`config.mk`:
```
export PLATFORM = sky130hd
export DESIGN_NAME = pti_target
export DESIGN_NICKNAME = d
export VERILOG_FILES = /design/src/rtl/pti_pkg.sv /design/src/rtl/pti_target.sv
export VERILOG_INCLUDE_DIRS = /design/src /design/src/rtl
export SDC_FILE = /design/constraint.sdc
export NUM_CORES = 1
export LEC_CHECK = 0
export BUFFER_PORTS_ARGS = -buffer_cell sky130_fd_sc_hd__buf_2
export CAP_MARGIN = 20
export CELL_PAD_IN_SITES_DETAIL_PLACEMENT = 0
export CELL_PAD_IN_SITES_GLOBAL_PLACEMENT = 1
export CORE_AREA = 10 10 144 146
export CTS_CLUSTER_DIAMETER = 150
export CTS_CLUSTER_SIZE = 40
export DETAILED_ROUTE_END_ITERATION = 16
export DIE_AREA = 0 0 154 156
export GPL_ROUTABILITY_DRIVEN = 0
export PLACE_DENSITY_LB_ADDON = 0.2
export REMOVE_ABC_BUFFERS = 1
export SLEW_MARGIN = 20
export SYNTH_ARGS = -nofsm -noshare
export SYNTH_HDL_FRONTEND = slang
export SYNTH_SLANG_ARGS = --single-unit
```
`constraint.sdc`:
```
create_clock -name clk_sys -period 3.3 [get_ports clk_sys]
set_input_delay 0.66 -clock clk_sys [delete_from_list [all_inputs] [get_ports clk_sys]]
set_output_delay 0.66 -clock clk_sys [all_outputs]
set_load 0.02 [all_outputs]
```
`src/rtl/pti_regs.svh`:
```
// Operation
// - DAC 1101, MRL 1110, MWI 1111 commands
// - parity even over AD and C/BE
// - target drives read parity after TRDY
// - all signals on rising clock edge
// - reset tristates outputs, floats open drains
// - phase completes when both readies asserted
// - target asserts STOP to end transaction
// - lock accepted from one master only; the code never refuses a claim while locked, as lock_ok stays 1
// - IDSEL selects configuration accesses
// - claim decoded cycle with DEVSEL
// - interrupt line low while request pending
// - parity error two clocks after detection
// - drive parity error high before release
// - SERR on address parity; ignore special
`ifndef PTI_REGS_SVH
`define PTI_REGS_SVH
`define PTI_CMD_INTACK 4'h0
`define PTI_CMD_SPECIAL 4'h1
`define PTI_CMD_IO_RD 4'h2
`define PTI_CMD_IO_WR 4'h3
`define PTI_CMD_MEM_RD 4'h6
`define PTI_CMD_MEM_WR 4'h7
`define PTI_CMD_CFG_RD 4'hA
`define PTI_CMD_CFG_WR 4'hB
`define PTI_CMD_MEM_RDM 4'hC
`define PTI_CMD_DAC 4'hD
`define PTI_CMD_MEM_RDL 4'hE
`define PTI_CMD_MEM_WRI 4'hF
`define PTI_IDLE_AD 32'h0000_0000
`endif

```
`src/rtl/pti_pkg.sv`:
```
package pti_pkg;
  // state of the target sequencer, one-hot
  typedef enum logic [4:0] {
    PTI_IDLE = 5'b0_0001,
    PTI_DATA = 5'b0_0010,
    PTI_TURN = 5'b0_0100,
    PTI_BUSY = 5'b0_1000,
    PTI_SKIP = 5'b1_0000
  } pti_state_t;
  // bus inputs from the master, raw from pins
  typedef struct packed {
    logic [31:0] ad;
    logic [3:0] cbe_n;
    logic par;
    logic frame_n;
    logic irdy_n;
    logic lock_n;
    logic idsel;
  } pti_bus_in_t;
  // user side data-phase request from the core
  typedef struct packed {
    logic [31:0] addr;
    logic [3:0] cmd;
    logic [3:0] be_n;
    logic [31:0] wdata;
  } pti_req_t;
endpackage

```
`src/rtl/pti_target.sv`:
```
`timescale 1ns/1ps
`include "pti_regs.svh"
module pti_target #(
  parameter logic [31:0] BASE_ADDR = 32'h1000_0000,
  parameter logic [31:0] BASE_MASK = 32'hFFFF_F000
) (
  // clock and reset
  input wire logic clk_sys,
  input wire logic rst_n,
  // pci bus from the master
  input wire pti_pkg::pti_bus_in_t bus_in,
  // pci bus driven by this target
  output logic [31:0] ad_out,
  output logic ad_oe,
  output logic par_out,
  output logic par_oe,
  // target controls, driven high one clock before release
  output logic trdy_n_out,
  output logic stop_n_out,
  output logic devsel_n_out,
  output logic ctl_oe,
  // error and interrupt pins
  output logic perr_n_out,
  output logic perr_oe,
  output logic serr_n_out,
  output logic serr_oe,
  output logic inta_n_out,
  output logic inta_oe,
  // user side
  output pti_pkg::pti_req_t req,
  output logic req_valid,
  // user side replies
  input wire logic [31:0] user_rdata,
  input wire logic user_ready,
  input wire logic user_stop,
  input wire logic user_irq,
  input wire logic fatal_err
);
  import pti_pkg::*;

  // even parity across address/data and command lines
  function automatic logic even_par(input logic [31:0] d,
                                    input logic [3:0] c);
    even_par = ^{d, c};
  endfunction

  // two flop capture of pins (b is bus_in delayed by two clocks)
  pti_bus_in_t s1_reg, b;
  always_ff @(posedge clk_sys or negedge rst_n) begin
    if (!rst_n) begin
      s1_reg <= '1;
      b <= '1;
    end else begin
      s1_reg <= bus_in;
      b <= s1_reg;
    end
  end

  // sequencer state, captured address phase and lock ownership
  pti_state_t st_reg, st_next;
  logic frame_d_reg, is_read_reg, locked_reg, lk_own_reg;
  logic par_chk_reg, apar_chk_reg, perr1_reg, perr_hold_reg;
  logic [31:0] ad_d_reg;
  logic [3:0] cbe_d_reg;
  logic [31:0] addr_reg;
  logic [3:0] cmd_reg;

  // address phase decode
  wire start = frame_d_reg & ~b.frame_n;
  wire [3:0] cmd = b.cbe_n;
  wire is_cfg = (cmd == `PTI_CMD_CFG_RD) | (cmd == `PTI_CMD_CFG_WR);
  wire is_mem = (cmd == `PTI_CMD_MEM_RD) | (cmd == `PTI_CMD_MEM_WR) |
                (cmd == `PTI_CMD_MEM_RDM) | (cmd == `PTI_CMD_MEM_RDL) |
                (cmd == `PTI_CMD_MEM_WRI);
  wire is_rd_cmd = ~cmd[0] & (cmd != `PTI_CMD_INTACK);
  wire hit_mem = is_mem & ((b.ad & BASE_MASK) == BASE_ADDR);
  wire hit_cfg = is_cfg & b.idsel;
  wire lock_ok = ~locked_reg | lk_own_reg;
  wire claim = start & (hit_mem | hit_cfg) &
               (cmd != `PTI_CMD_SPECIAL) & (cmd != `PTI_CMD_DAC);

  // read direction known at the claim edge, before is_read_reg loads
  wire rd_now = claim ? is_rd_cmd : is_read_reg;

  // lock taken by the first locked claim, freed when bus idles unlocked
  wire lock_take = claim & ~b.lock_n & ~locked_reg;
  wire lock_free = b.frame_n & b.lock_n;

  // data phase handshake and stop request
  wire in_data = (st_reg == PTI_DATA);
  wire xfer = in_data & ~b.irdy_n & ~trdy_n_out;
  wire last = xfer & b.frame_n;
  wire stop_req = user_stop | ~lock_ok;
  wire want_stop = in_data & stop_req;

  // registered controls look one state ahead so they line up with it
  wire to_data = (st_next == PTI_DATA);
  // ready withheld once the final phase has completed
  wire trdy_now = to_data & user_ready & lock_ok & ~last;
  wire ad_drive = to_data & rd_now;
  wire ctl_drive = to_data | (st_next == PTI_TURN);

  // sequencer
  always_comb begin
    st_next = st_reg;
    case (st_reg)
      PTI_IDLE: if (claim) st_next = PTI_DATA;
                else if (start) st_next = PTI_SKIP;
      PTI_DATA: if (last | (want_stop & b.frame_n)) st_next = PTI_TURN;
      PTI_TURN: st_next = PTI_IDLE;
      PTI_SKIP: if (b.frame_n & b.irdy_n) st_next = PTI_IDLE;
      PTI_BUSY: st_next = PTI_IDLE;
      default: st_next = PTI_IDLE;
    endcase
  end

  // state register
  always_ff @(posedge clk_sys or negedge rst_n) begin
    if (!rst_n) st_reg <= PTI_IDLE;
    else st_reg <= st_next;
  end

  // address capture, lock tracking
  always_ff @(posedge clk_sys or negedge rst_n) begin
    if (!rst_n) begin
      frame_d_reg <= 1'b1;
      is_read_reg <= 1'b0;
      addr_reg <= `PTI_IDLE_AD;
      cmd_reg <= '0;
      locked_reg <= 1'b0;
      lk_own_reg <= 1'b0;
    end else begin
      frame_d_reg <= b.frame_n;
      if (claim) begin
        is_read_reg <= is_rd_cmd;
        addr_reg <= b.ad;
        cmd_reg <= cmd;
      end
      // the claim that takes the lock also owns it
      if (claim) lk_own_reg <= lock_take | (locked_reg & lk_own_reg);
      else if (lock_free) lk_own_reg <= 1'b0;
      if (lock_take) locked_reg <= 1'b1;
      else if (lock_free) locked_reg <= 1'b0;
    end
  end

  // user request and data path
  assign req.addr = addr_reg;
  assign req.cmd = cmd_reg;
  assign req.be_n = b.cbe_n;
  assign req.wdata = b.ad;
  assign req_valid = xfer;

  // target control outputs
  always_ff @(posedge clk_sys or negedge rst_n) begin
    if (!rst_n) begin
      trdy_n_out <= 1'b1;
      stop_n_out <= 1'b1;
      devsel_n_out <= 1'b1;
      ctl_oe <= 1'b0;
      ad_out <= `PTI_IDLE_AD;
      ad_oe <= 1'b0;
    end else begin
      devsel_n_out <= ~to_data;
      trdy_n_out <= ~trdy_now;
      stop_n_out <= ~(to_data & stop_req);
      ctl_oe <= ctl_drive;
      ad_oe <= ad_drive;
      if (rd_now) ad_out <= user_rdata;
    end
  end

  // read parity lags data by one clock
  always_ff @(posedge clk_sys or negedge rst_n) begin
    if (!rst_n) begin
      par_out <= 1'b0;
      par_oe <= 1'b0;
    end else begin
      par_out <= even_par(ad_out, b.cbe_n);
      par_oe <= ad_oe;
    end
  end

  // received parity against the phase captured one clock earlier
  wire rx_par_bad = even_par(ad_d_reg, cbe_d_reg) != b.par;
  wire apar_bad = apar_chk_reg & rx_par_bad;
  // one term feeds level and enable so the open drain never drives high
  wire serr_now = apar_bad | fatal_err;

  // parity checking of received address and write data
  always_ff @(posedge clk_sys or negedge rst_n) begin
    if (!rst_n) begin
      ad_d_reg <= '0;
      cbe_d_reg <= '0;
      par_chk_reg <= 1'b0;
      apar_chk_reg <= 1'b0;
      perr1_reg <= 1'b0;
      perr_n_out <= 1'b1;
      perr_oe <= 1'b0;
      perr_hold_reg <= 1'b0;
      serr_n_out <= 1'b1;
      serr_oe <= 1'b0;
    end else begin
      ad_d_reg <= b.ad;
      cbe_d_reg <= b.cbe_n;
      apar_chk_reg <= claim;
      par_chk_reg <= xfer & ~is_read_reg;
      perr1_reg <= par_chk_reg & rx_par_bad;
      perr_n_out <= ~perr1_reg;
      perr_hold_reg <= perr1_reg;
      perr_oe <= perr1_reg | perr_hold_reg;
      serr_n_out <= ~serr_now;
      serr_oe <= serr_now;
    end
  end

  // level interrupt, open drain
  always_ff @(posedge clk_sys or negedge rst_n) begin
    if (!rst_n) inta_oe <= 1'b0;
    else inta_oe <= user_irq;
  end
  // open drain: only the enable moves, the level stays low
  assign inta_n_out = 1'b0;
endmodule // pti_target
```
==> parameters.txt, run 1 <==
Parameter                              Value

Run status
  Status    completed

Setup path
  Startpoint type of the worst setup path    flop
  Data arrival time of the worst path    2320 ps
  Data required time of the critical path    2640 ps
  Reg2Reg Setup Slack    roughly 620 ps
  Endpoint kind of the worst setup timing path    output pin
  Crit Path Class    flop to output pin
  Crit Path Max Fanout    6

STA
  Relative slew margins    between 50% and 60%
  Slack of the critical path    316.0 ps
  Final count of negative-setup-slack endpoints    0
  Hold Vio Cnt, Final    0
  Fmax    335.1 MHz
  RSZ-0062 raised after global routing    false
  Worst hold slack after final layout    209.6 ps
  Final Critical Period    just under 3000 ps
  Transition time at the pin with the least slew margin    620.4 ps
  Final Skew    55.04 ps
  Final worst path period share    90.43%
  Sum of negative setup slack    0 ps
  Max Slew Vio Count    0

Drt
  Post-detailed-routing wire length    15320 µm
  First-pass iteration count of the detailed router    3
  Total number of vias    roughly 3900
  Avg WL per Cell    around 18 µm
  Avg Vias per Cell    about 4.5
  ANT nets after route    0
  Iter 0 DRT Violations    119
  Remaining DRCs    0

Layout
  Register cell area after layout    5391 µm²
  End-of-flow core utilization    49.33%
  Post-synthesis to final-layout area growth    16.61%
  Total of fill cells in the finished design    1586
  Diode count    0
  Combined area of the multi-input logic cells    1788 µm²
  Fraction of final layout cells with drive strength greater than 1    about 54%
  Leading cell types in the layout, fill and taps excluded    buf_2 (194), dfrtp_1 (122), dfstp_2 (89), xnor2_1 (59), mux2_2 (36)
  # nets final    718
  Commonest non-fill, non-tap cell in the layout    buf_2
  Number of flip-flops in the largest register    41

Clock tree
  Worst skew pair latency    ~480 ps
  Clock Root Buffer    clkbuf_16
  Count of H-tree levels built during CTS    1
  CTS tree    yes
  Post-CTS setup buffer count    0
  Maximum number of buffers from clock root to sink    3
  CTS Hold Buffers Added    0
  Inserted Clock Buffers    9
  CTS clk-pin slew, worst paths    roughly 150 ps
  Sinks on the clock net    211
  Post-cts resize count    0

Synth
  Share of Yosys cell area claimed by the top area cell type    40.45%
  Biggest area contributors in the synthesized netlist    dfrtp_1 (40%), dfstp_2 (31%), xnor2_1 (6.8%), mux2_2 (5.4%), mux2_1 (4.2%)
  Post-synthesis register bit count    211
  Register area share after synthesis    71.44%
  Synth Area per Inst    16.23 µm²
  Instance count of the mapped netlist    465
  Synth Warn #    0
  Cell taking the most area after synthesis    dfrtp_1
  Most used flip-flop cell after synthesis    dfrtp_1
  Number of distinct standard cells referenced by the synthesized netlist    41
  EDFF count, synth    0
  FFs w/ async S/R, synth    100.0%
  Post-synthesis instance area    7547 µm²

Floorplan
  DIE HEIGHT    approximately 160 µm
  Die footprint    ~24000 µm²
  Number of top-level design ports    between 150 and 200
  Floorplan die width    between 150 and 200 µm
  Starting density of the core    42.30%
  Area of the core    17840 µm²
  Floorplan row count    49

Placement
  DP Wirelength    11520 µm
  Quantity of I/O buffers inserted on ports    195
  Post-placement setup slack    between 600 and 700 ps

GRT
  Number of antenna violations at the first check in global routing    0
  GRT Resource Usage Total    12.44%
  Wire length of the first global-routing pass    24320 µm
  Number of global-route vias before repair    4443
  Maximum number of pins on one net before global-route repair    80
  Aggregate global routing overflow    0

Pwr
  Maximum vdd drop    between 400 and 500 µV
  Ratio of total power to cell area    773.1 nW/µm²
  Lkg Pwr    just over 4 nW

Run
  MaxCap Viol Count    0

Worst hold path
  Classification of the worst-slack hold path    input port to async pin
## routing by layer
metal / wire length, µm / part of all wire [%] / global-route usage, %
met5: 0 / 0 / 0
met4: 219 / 1.4 / 2.429
met3: 900 / 5.9 / 3.529
met2: 8185 / 53 / 22.35
met1: 6011 / 39 / 14.50
## Yosys cell counts, drive strengths merged, types with 2 or more instances
cell type and count:
a21oi 2, dfrtp 122, xnor2 59, o21ai 9
inv 9, ha 8, nor3 3, nor2 4
and2 3, dfstp 89, mux2 64, xor2 8
clkbuf 2, nand2 12, nand4b 2, buf 44
nor4 5, or2 2
## worst max-delay path, cell delays in order (launching register included)
cell     delay, ps
dfrtp_1        390
or2_2          320
or4b_2         710
nor3_1         220
buf_2          210
## final timing paths
kind	start	end	cells after the start
worst max-delay path	st_reg[3]	req_valid	4
worst min-delay path	rst_n	addr_reg[25]	1
worst max register to register	cmd[0]	ad_out[0]	9
worst min register to register	s1_reg[6]	cmd[1]	0
max in group asynchronous	rst_n	req[14]	2
min in group clk_sys	bus_in[5]	s1_reg[5]	1
## cells by family (layout without fill, tap and decap cells)
| group | count (synthesis) | in the layout | synth area share [%] |
|---|---|---|---|
| buffers and inverters | 55 | 222 | 4.924 |
| AND/OR/NAND/NOR | 35 | 35 | 2.453 |
| XOR/XNOR | 68 | 68 | 8.074 |
| adder cells (fa/ha/maj) | 8 | 8 | 1.326 |
| multiplexers | 65 | 65 | 9.847 |
| AO/OA/AOI/OAI | 22 | 22 | 1.890 |
| flip-flops | 211 | 211 | 71.44 |
| other | 1 | 2 | 0.04969 |
## final cells by class
| class | instances | share of cell area [%] |
|---|---|---|
| Clock buffer | 12 | 2.687 |
| Timing Repair Buffer | 200 | 11.76 |
| Multi-Input combinational cell | 200 | 20.32 |
| Tap cell | 229 | 3.256 |
| Inverter | 9 | 0.3838 |
| Clock inverter | 1 | 0.3412 |
| Sequential cell | 211 | 61.26 |
## per-stage QoR
stage	power (mW)	std cells	instance area (µm²)
after floorplan	4.904	420	7213
after global placement	5.559	849	8534
after detailed placement	5.605	849	8534
after CTS	6.931	862	8801
after global routing	7.219	862	8801
final	6.804	862	8801
## report_power, final
| group | switching (mW) | total, mW | internal (mW) |
|---|---|---|---|
| clock | 0.774 | 1.30 | 0.529 |
| sequential | 0.249 | 3.24 | 3.00 |
| combinational | 1.18 | 2.26 | 1.07 |
| total | 2.20 | 6.80 | 4.60 |
Note: power is estimated with default switching activity, not from simulation.
==> inputs of run 2 (changes only) <==
--- a/config.mk
+++ b/config.mk
@@ -10,13 +10,13 @@
 export CAP_MARGIN = 20
 export CELL_PAD_IN_SITES_DETAIL_PLACEMENT = 0
 export CELL_PAD_IN_SITES_GLOBAL_PLACEMENT = 1
-export CORE_AREA = 10 10 144 146
+export CORE_AREA = 2 2 136 138
 export CTS_CLUSTER_DIAMETER = 150
 export CTS_CLUSTER_SIZE = 40
 export DETAILED_ROUTE_END_ITERATION = 16
-export DIE_AREA = 0 0 154 156
+export DIE_AREA = 0 0 138 140
 export GPL_ROUTABILITY_DRIVEN = 0
-export PLACE_DENSITY_LB_ADDON = 0.2
+export PLACE_DENSITY = 0.8
 export REMOVE_ABC_BUFFERS = 1
 export SLEW_MARGIN = 20
 export SYNTH_ARGS = -nofsm -noshare
==> constraint.sdc (replaced) <==
create_clock -name clk_sys -period 3.3 [get_ports clk_sys]
set_input_delay 0.33 -clock clk_sys [delete_from_list [all_inputs] [get_ports clk_sys]]
set_output_delay 0.33 -clock clk_sys [all_outputs]
set_load 0.02 [all_outputs]
==> run 2 against run 1 <==
Against the previous run: cell count up 5.0%; hold slack got worse by 170 ps; sequential share of layout area decreased by 3.0 points; final area is 5.1% higher; critical path depth is 5 higher; via count increased by 6.4%; first-iteration DRC count did not move; fmax rose by 11%.
==> parameters.txt, run 2 (synthesis results as in run 1) <==
Parameter                              Value

GRT
  Routing usage on met3    2.872%
  Maximum number of pins on one net before global-route repair    111
  Wire length of the first global-routing pass    23340 µm
  Met1 track demand over resource    a little under a fifth
  Aggregate global routing overflow    0
  Number of global-route vias before repair    4494
  Number of antenna violations at the first check in global routing    0
  Busiest layer in global routing    met2
  GRT Resource Usage Total    between 10% and 20%
  Global routing met2 resource utilization    about a quarter

Pwr
  Net switching fraction of the power    between 30% and 40%
  Lkg Pwr    4.290 nW
  Portion of total power attributed to combinational logic    33.3%
  Ratio of total power to cell area    736.1 nW/µm²
  Sequential share of power    47.9%
  Proportion of power drawn by the clock network    18.8%
  Power dissipated by switching net loads    ~2.2 mW
  Internal portion of total power    ~4.6 mW
  Maximum vdd drop    519.1 µV

Layout
  Leading cell types in the layout, fill and taps excluded    buf_2 (194), dfrtp_1 (122), dfstp_2 (89), xnor2_1 (59), dlygate4sd3_1 (44)
  Post-synthesis to final-layout area growth    22.51%
  Layout Cells excl Fill    approximately 910
  Total of fill cells in the finished design    1518
  Diode count    0
  Fraction of final layout cells with drive strength greater than 1    50.00%
  Number of flip-flops in the largest register    41
  # nets final    761
  Commonest non-fill, non-tap cell in the layout    buf_2

Drt
  ANT nets after route    0
  Post-detailed-routing wire length    ~14000 µm
  Avg WL per Cell    about 16 µm
  Iter 0 DRT Violations    119
  Total number of vias    4125
  Remaining DRCs    0
  First-pass iteration count of the detailed router    4
  Avg Vias per Cell    4.558

Setup path
  Reg2Reg Setup Slack    610 ps
  Capture point of the critical path    ad_out[15]
  Data required time of the critical path    3660 ps
  Startpoint type of the worst setup path    flop
  Worst Reg2Reg Path Length in Cells    9
  Endpoint kind of the worst setup timing path    flop
  Crit Path Class    flop to flop
  Reg2Reg Capture Point    ad_out[15]
  Crit Path Max Fanout    34
  First element of the critical path    cmd[0]
  Data arrival time of the worst path    around 3000 ps
  Start of the worst register-to-register path    cmd[0]

STA
  Relative slew margins    44.01%
  Max Slew Vio Count    0
  Final Critical Period    2689 ps
  Final count of negative-setup-slack endpoints    0
  Worst hold slack after final layout    37.16 ps
  Hold Vio Cnt, Final    0
  Final worst path period share    81.49%
  Fmax    371.9 MHz
  Final Skew    about 46 ps
  RSZ-0062 raised after global routing    false
  Transition time at the pin with the least slew margin    839.9 ps

Run status
  Status    completed

Clock tree
  Inserted Clock Buffers    9
  Post-cts resize count    0
  CTS tree    yes
  Clock Root Buffer    clkbuf_16
  Count of H-tree levels built during CTS    1
  Sinks on the clock net    between 200 and 250
  Post-CTS setup buffer count    0
  CTS clk-pin slew, worst paths    140 ps
  Maximum number of buffers from clock root to sink    3
  Worst skew pair latency    470 ps

Placement
  Quantity of I/O buffers inserted on ports    roughly 200
  Placed cell count    848
  DP Wirelength    10100 µm

Floorplan
  Starting density of the core    42.45%
  Die footprint    around 19000 µm²
  Number of top-level design ports    197
  Area of the core    around 18000 µm²
  Floorplan die width    roughly 140 µm
  DIE HEIGHT    140 µm
  Floorplan row count    roughly 50

Worst hold path
  Classification of the worst-slack hold path    input port to flop

Run
  MaxCap Viol Count    0
-- run 2: what timing repair did --
item	CTS	global route
hold endpoints to repair	86	0
hold buffers	44	0
setup endpoints to repair	0	0
-- run 2: metrics by stage --
| stage | area (µm²) | TNS, ps | worst slack, ps | utilization (%) | power (mW) |
|---|---|---|---|---|---|
| after floorplan | 7213 | -26720 | -828.1 | - | 4.904 |
| after global placement | 8539 | 0 | 714.2 | 48.03 | 5.521 |
| after detailed placement | 8539 | 0 | 632.9 | 48.03 | 5.568 |
| after CTS | 9246 | 0 | 603.1 | 52.01 | 6.922 |
| after global routing | 9246 | 0 | 437.8 | 52.01 | 7.220 |
| final | 9246 | 0 | 610.9 | 52.01 | 6.806 |
-- run 2: worst min path at each step --
stage | startpoint | endpoint | slack (ps) | depth (start not counted)
after detailed placement | s1_reg[7] | cmd[2] | 350 | 0
after global routing | user_ready | trdy_n_out | 10 | 2
final | user_ready | trdy_n_out | 40 | 2
after floorplan | rst_n | ad_d_reg[0] | 30 | 0
after CTS | user_ready | trdy_n_out | 20 | 2
after global placement | s1_reg[27] | req[18] | 350 | 0
-- run 2: critical path: stages, from the launching register on --
cell      delay [ps]
dfstp_2          600
inv_1             90
ha_1             220
a211o_1          270
nand3_1           70
o21ai_1           70
nand4b_1         200
mux2i_4          240
buf_4            420
mux2_1           390
-- run 2: metal layers --
layer	wire, µm	part of all wire [%]
met5	0	0
met4	385	2.7
met3	681	4.8
met2	7204	51
met1	5925	42
-- run 2: power groups by stage --
stage               Clock [mW]  Sequential, mW  Combinational [mW]
finish                    1.28            3.26                2.27
global route              1.45            3.31                2.46
CTS                       1.35            3.26                2.31
floorplan                    0            3.64                1.27
global placement             0            3.29                2.23
detailed placement           0            3.31                2.26
-- run 2: area by class of cell --
| class | count | area (µm²) | share of cell area (%) |
|---|---|---|---|
| Sequential cell | 211 | 5391 | 58.31 |
| Multi-Input combinational cell | 200 | 1788 | 19.34 |
| Timing Repair Buffer | 243 | 1480 | 16.01 |
| Tap cell | 229 | 286.5 | 3.099 |
| Clock buffer | 12 | 236.5 | 2.558 |
| Inverter | 9 | 33.78 | 0.3654 |
| Clock inverter | 1 | 30.03 | 0.3248 |
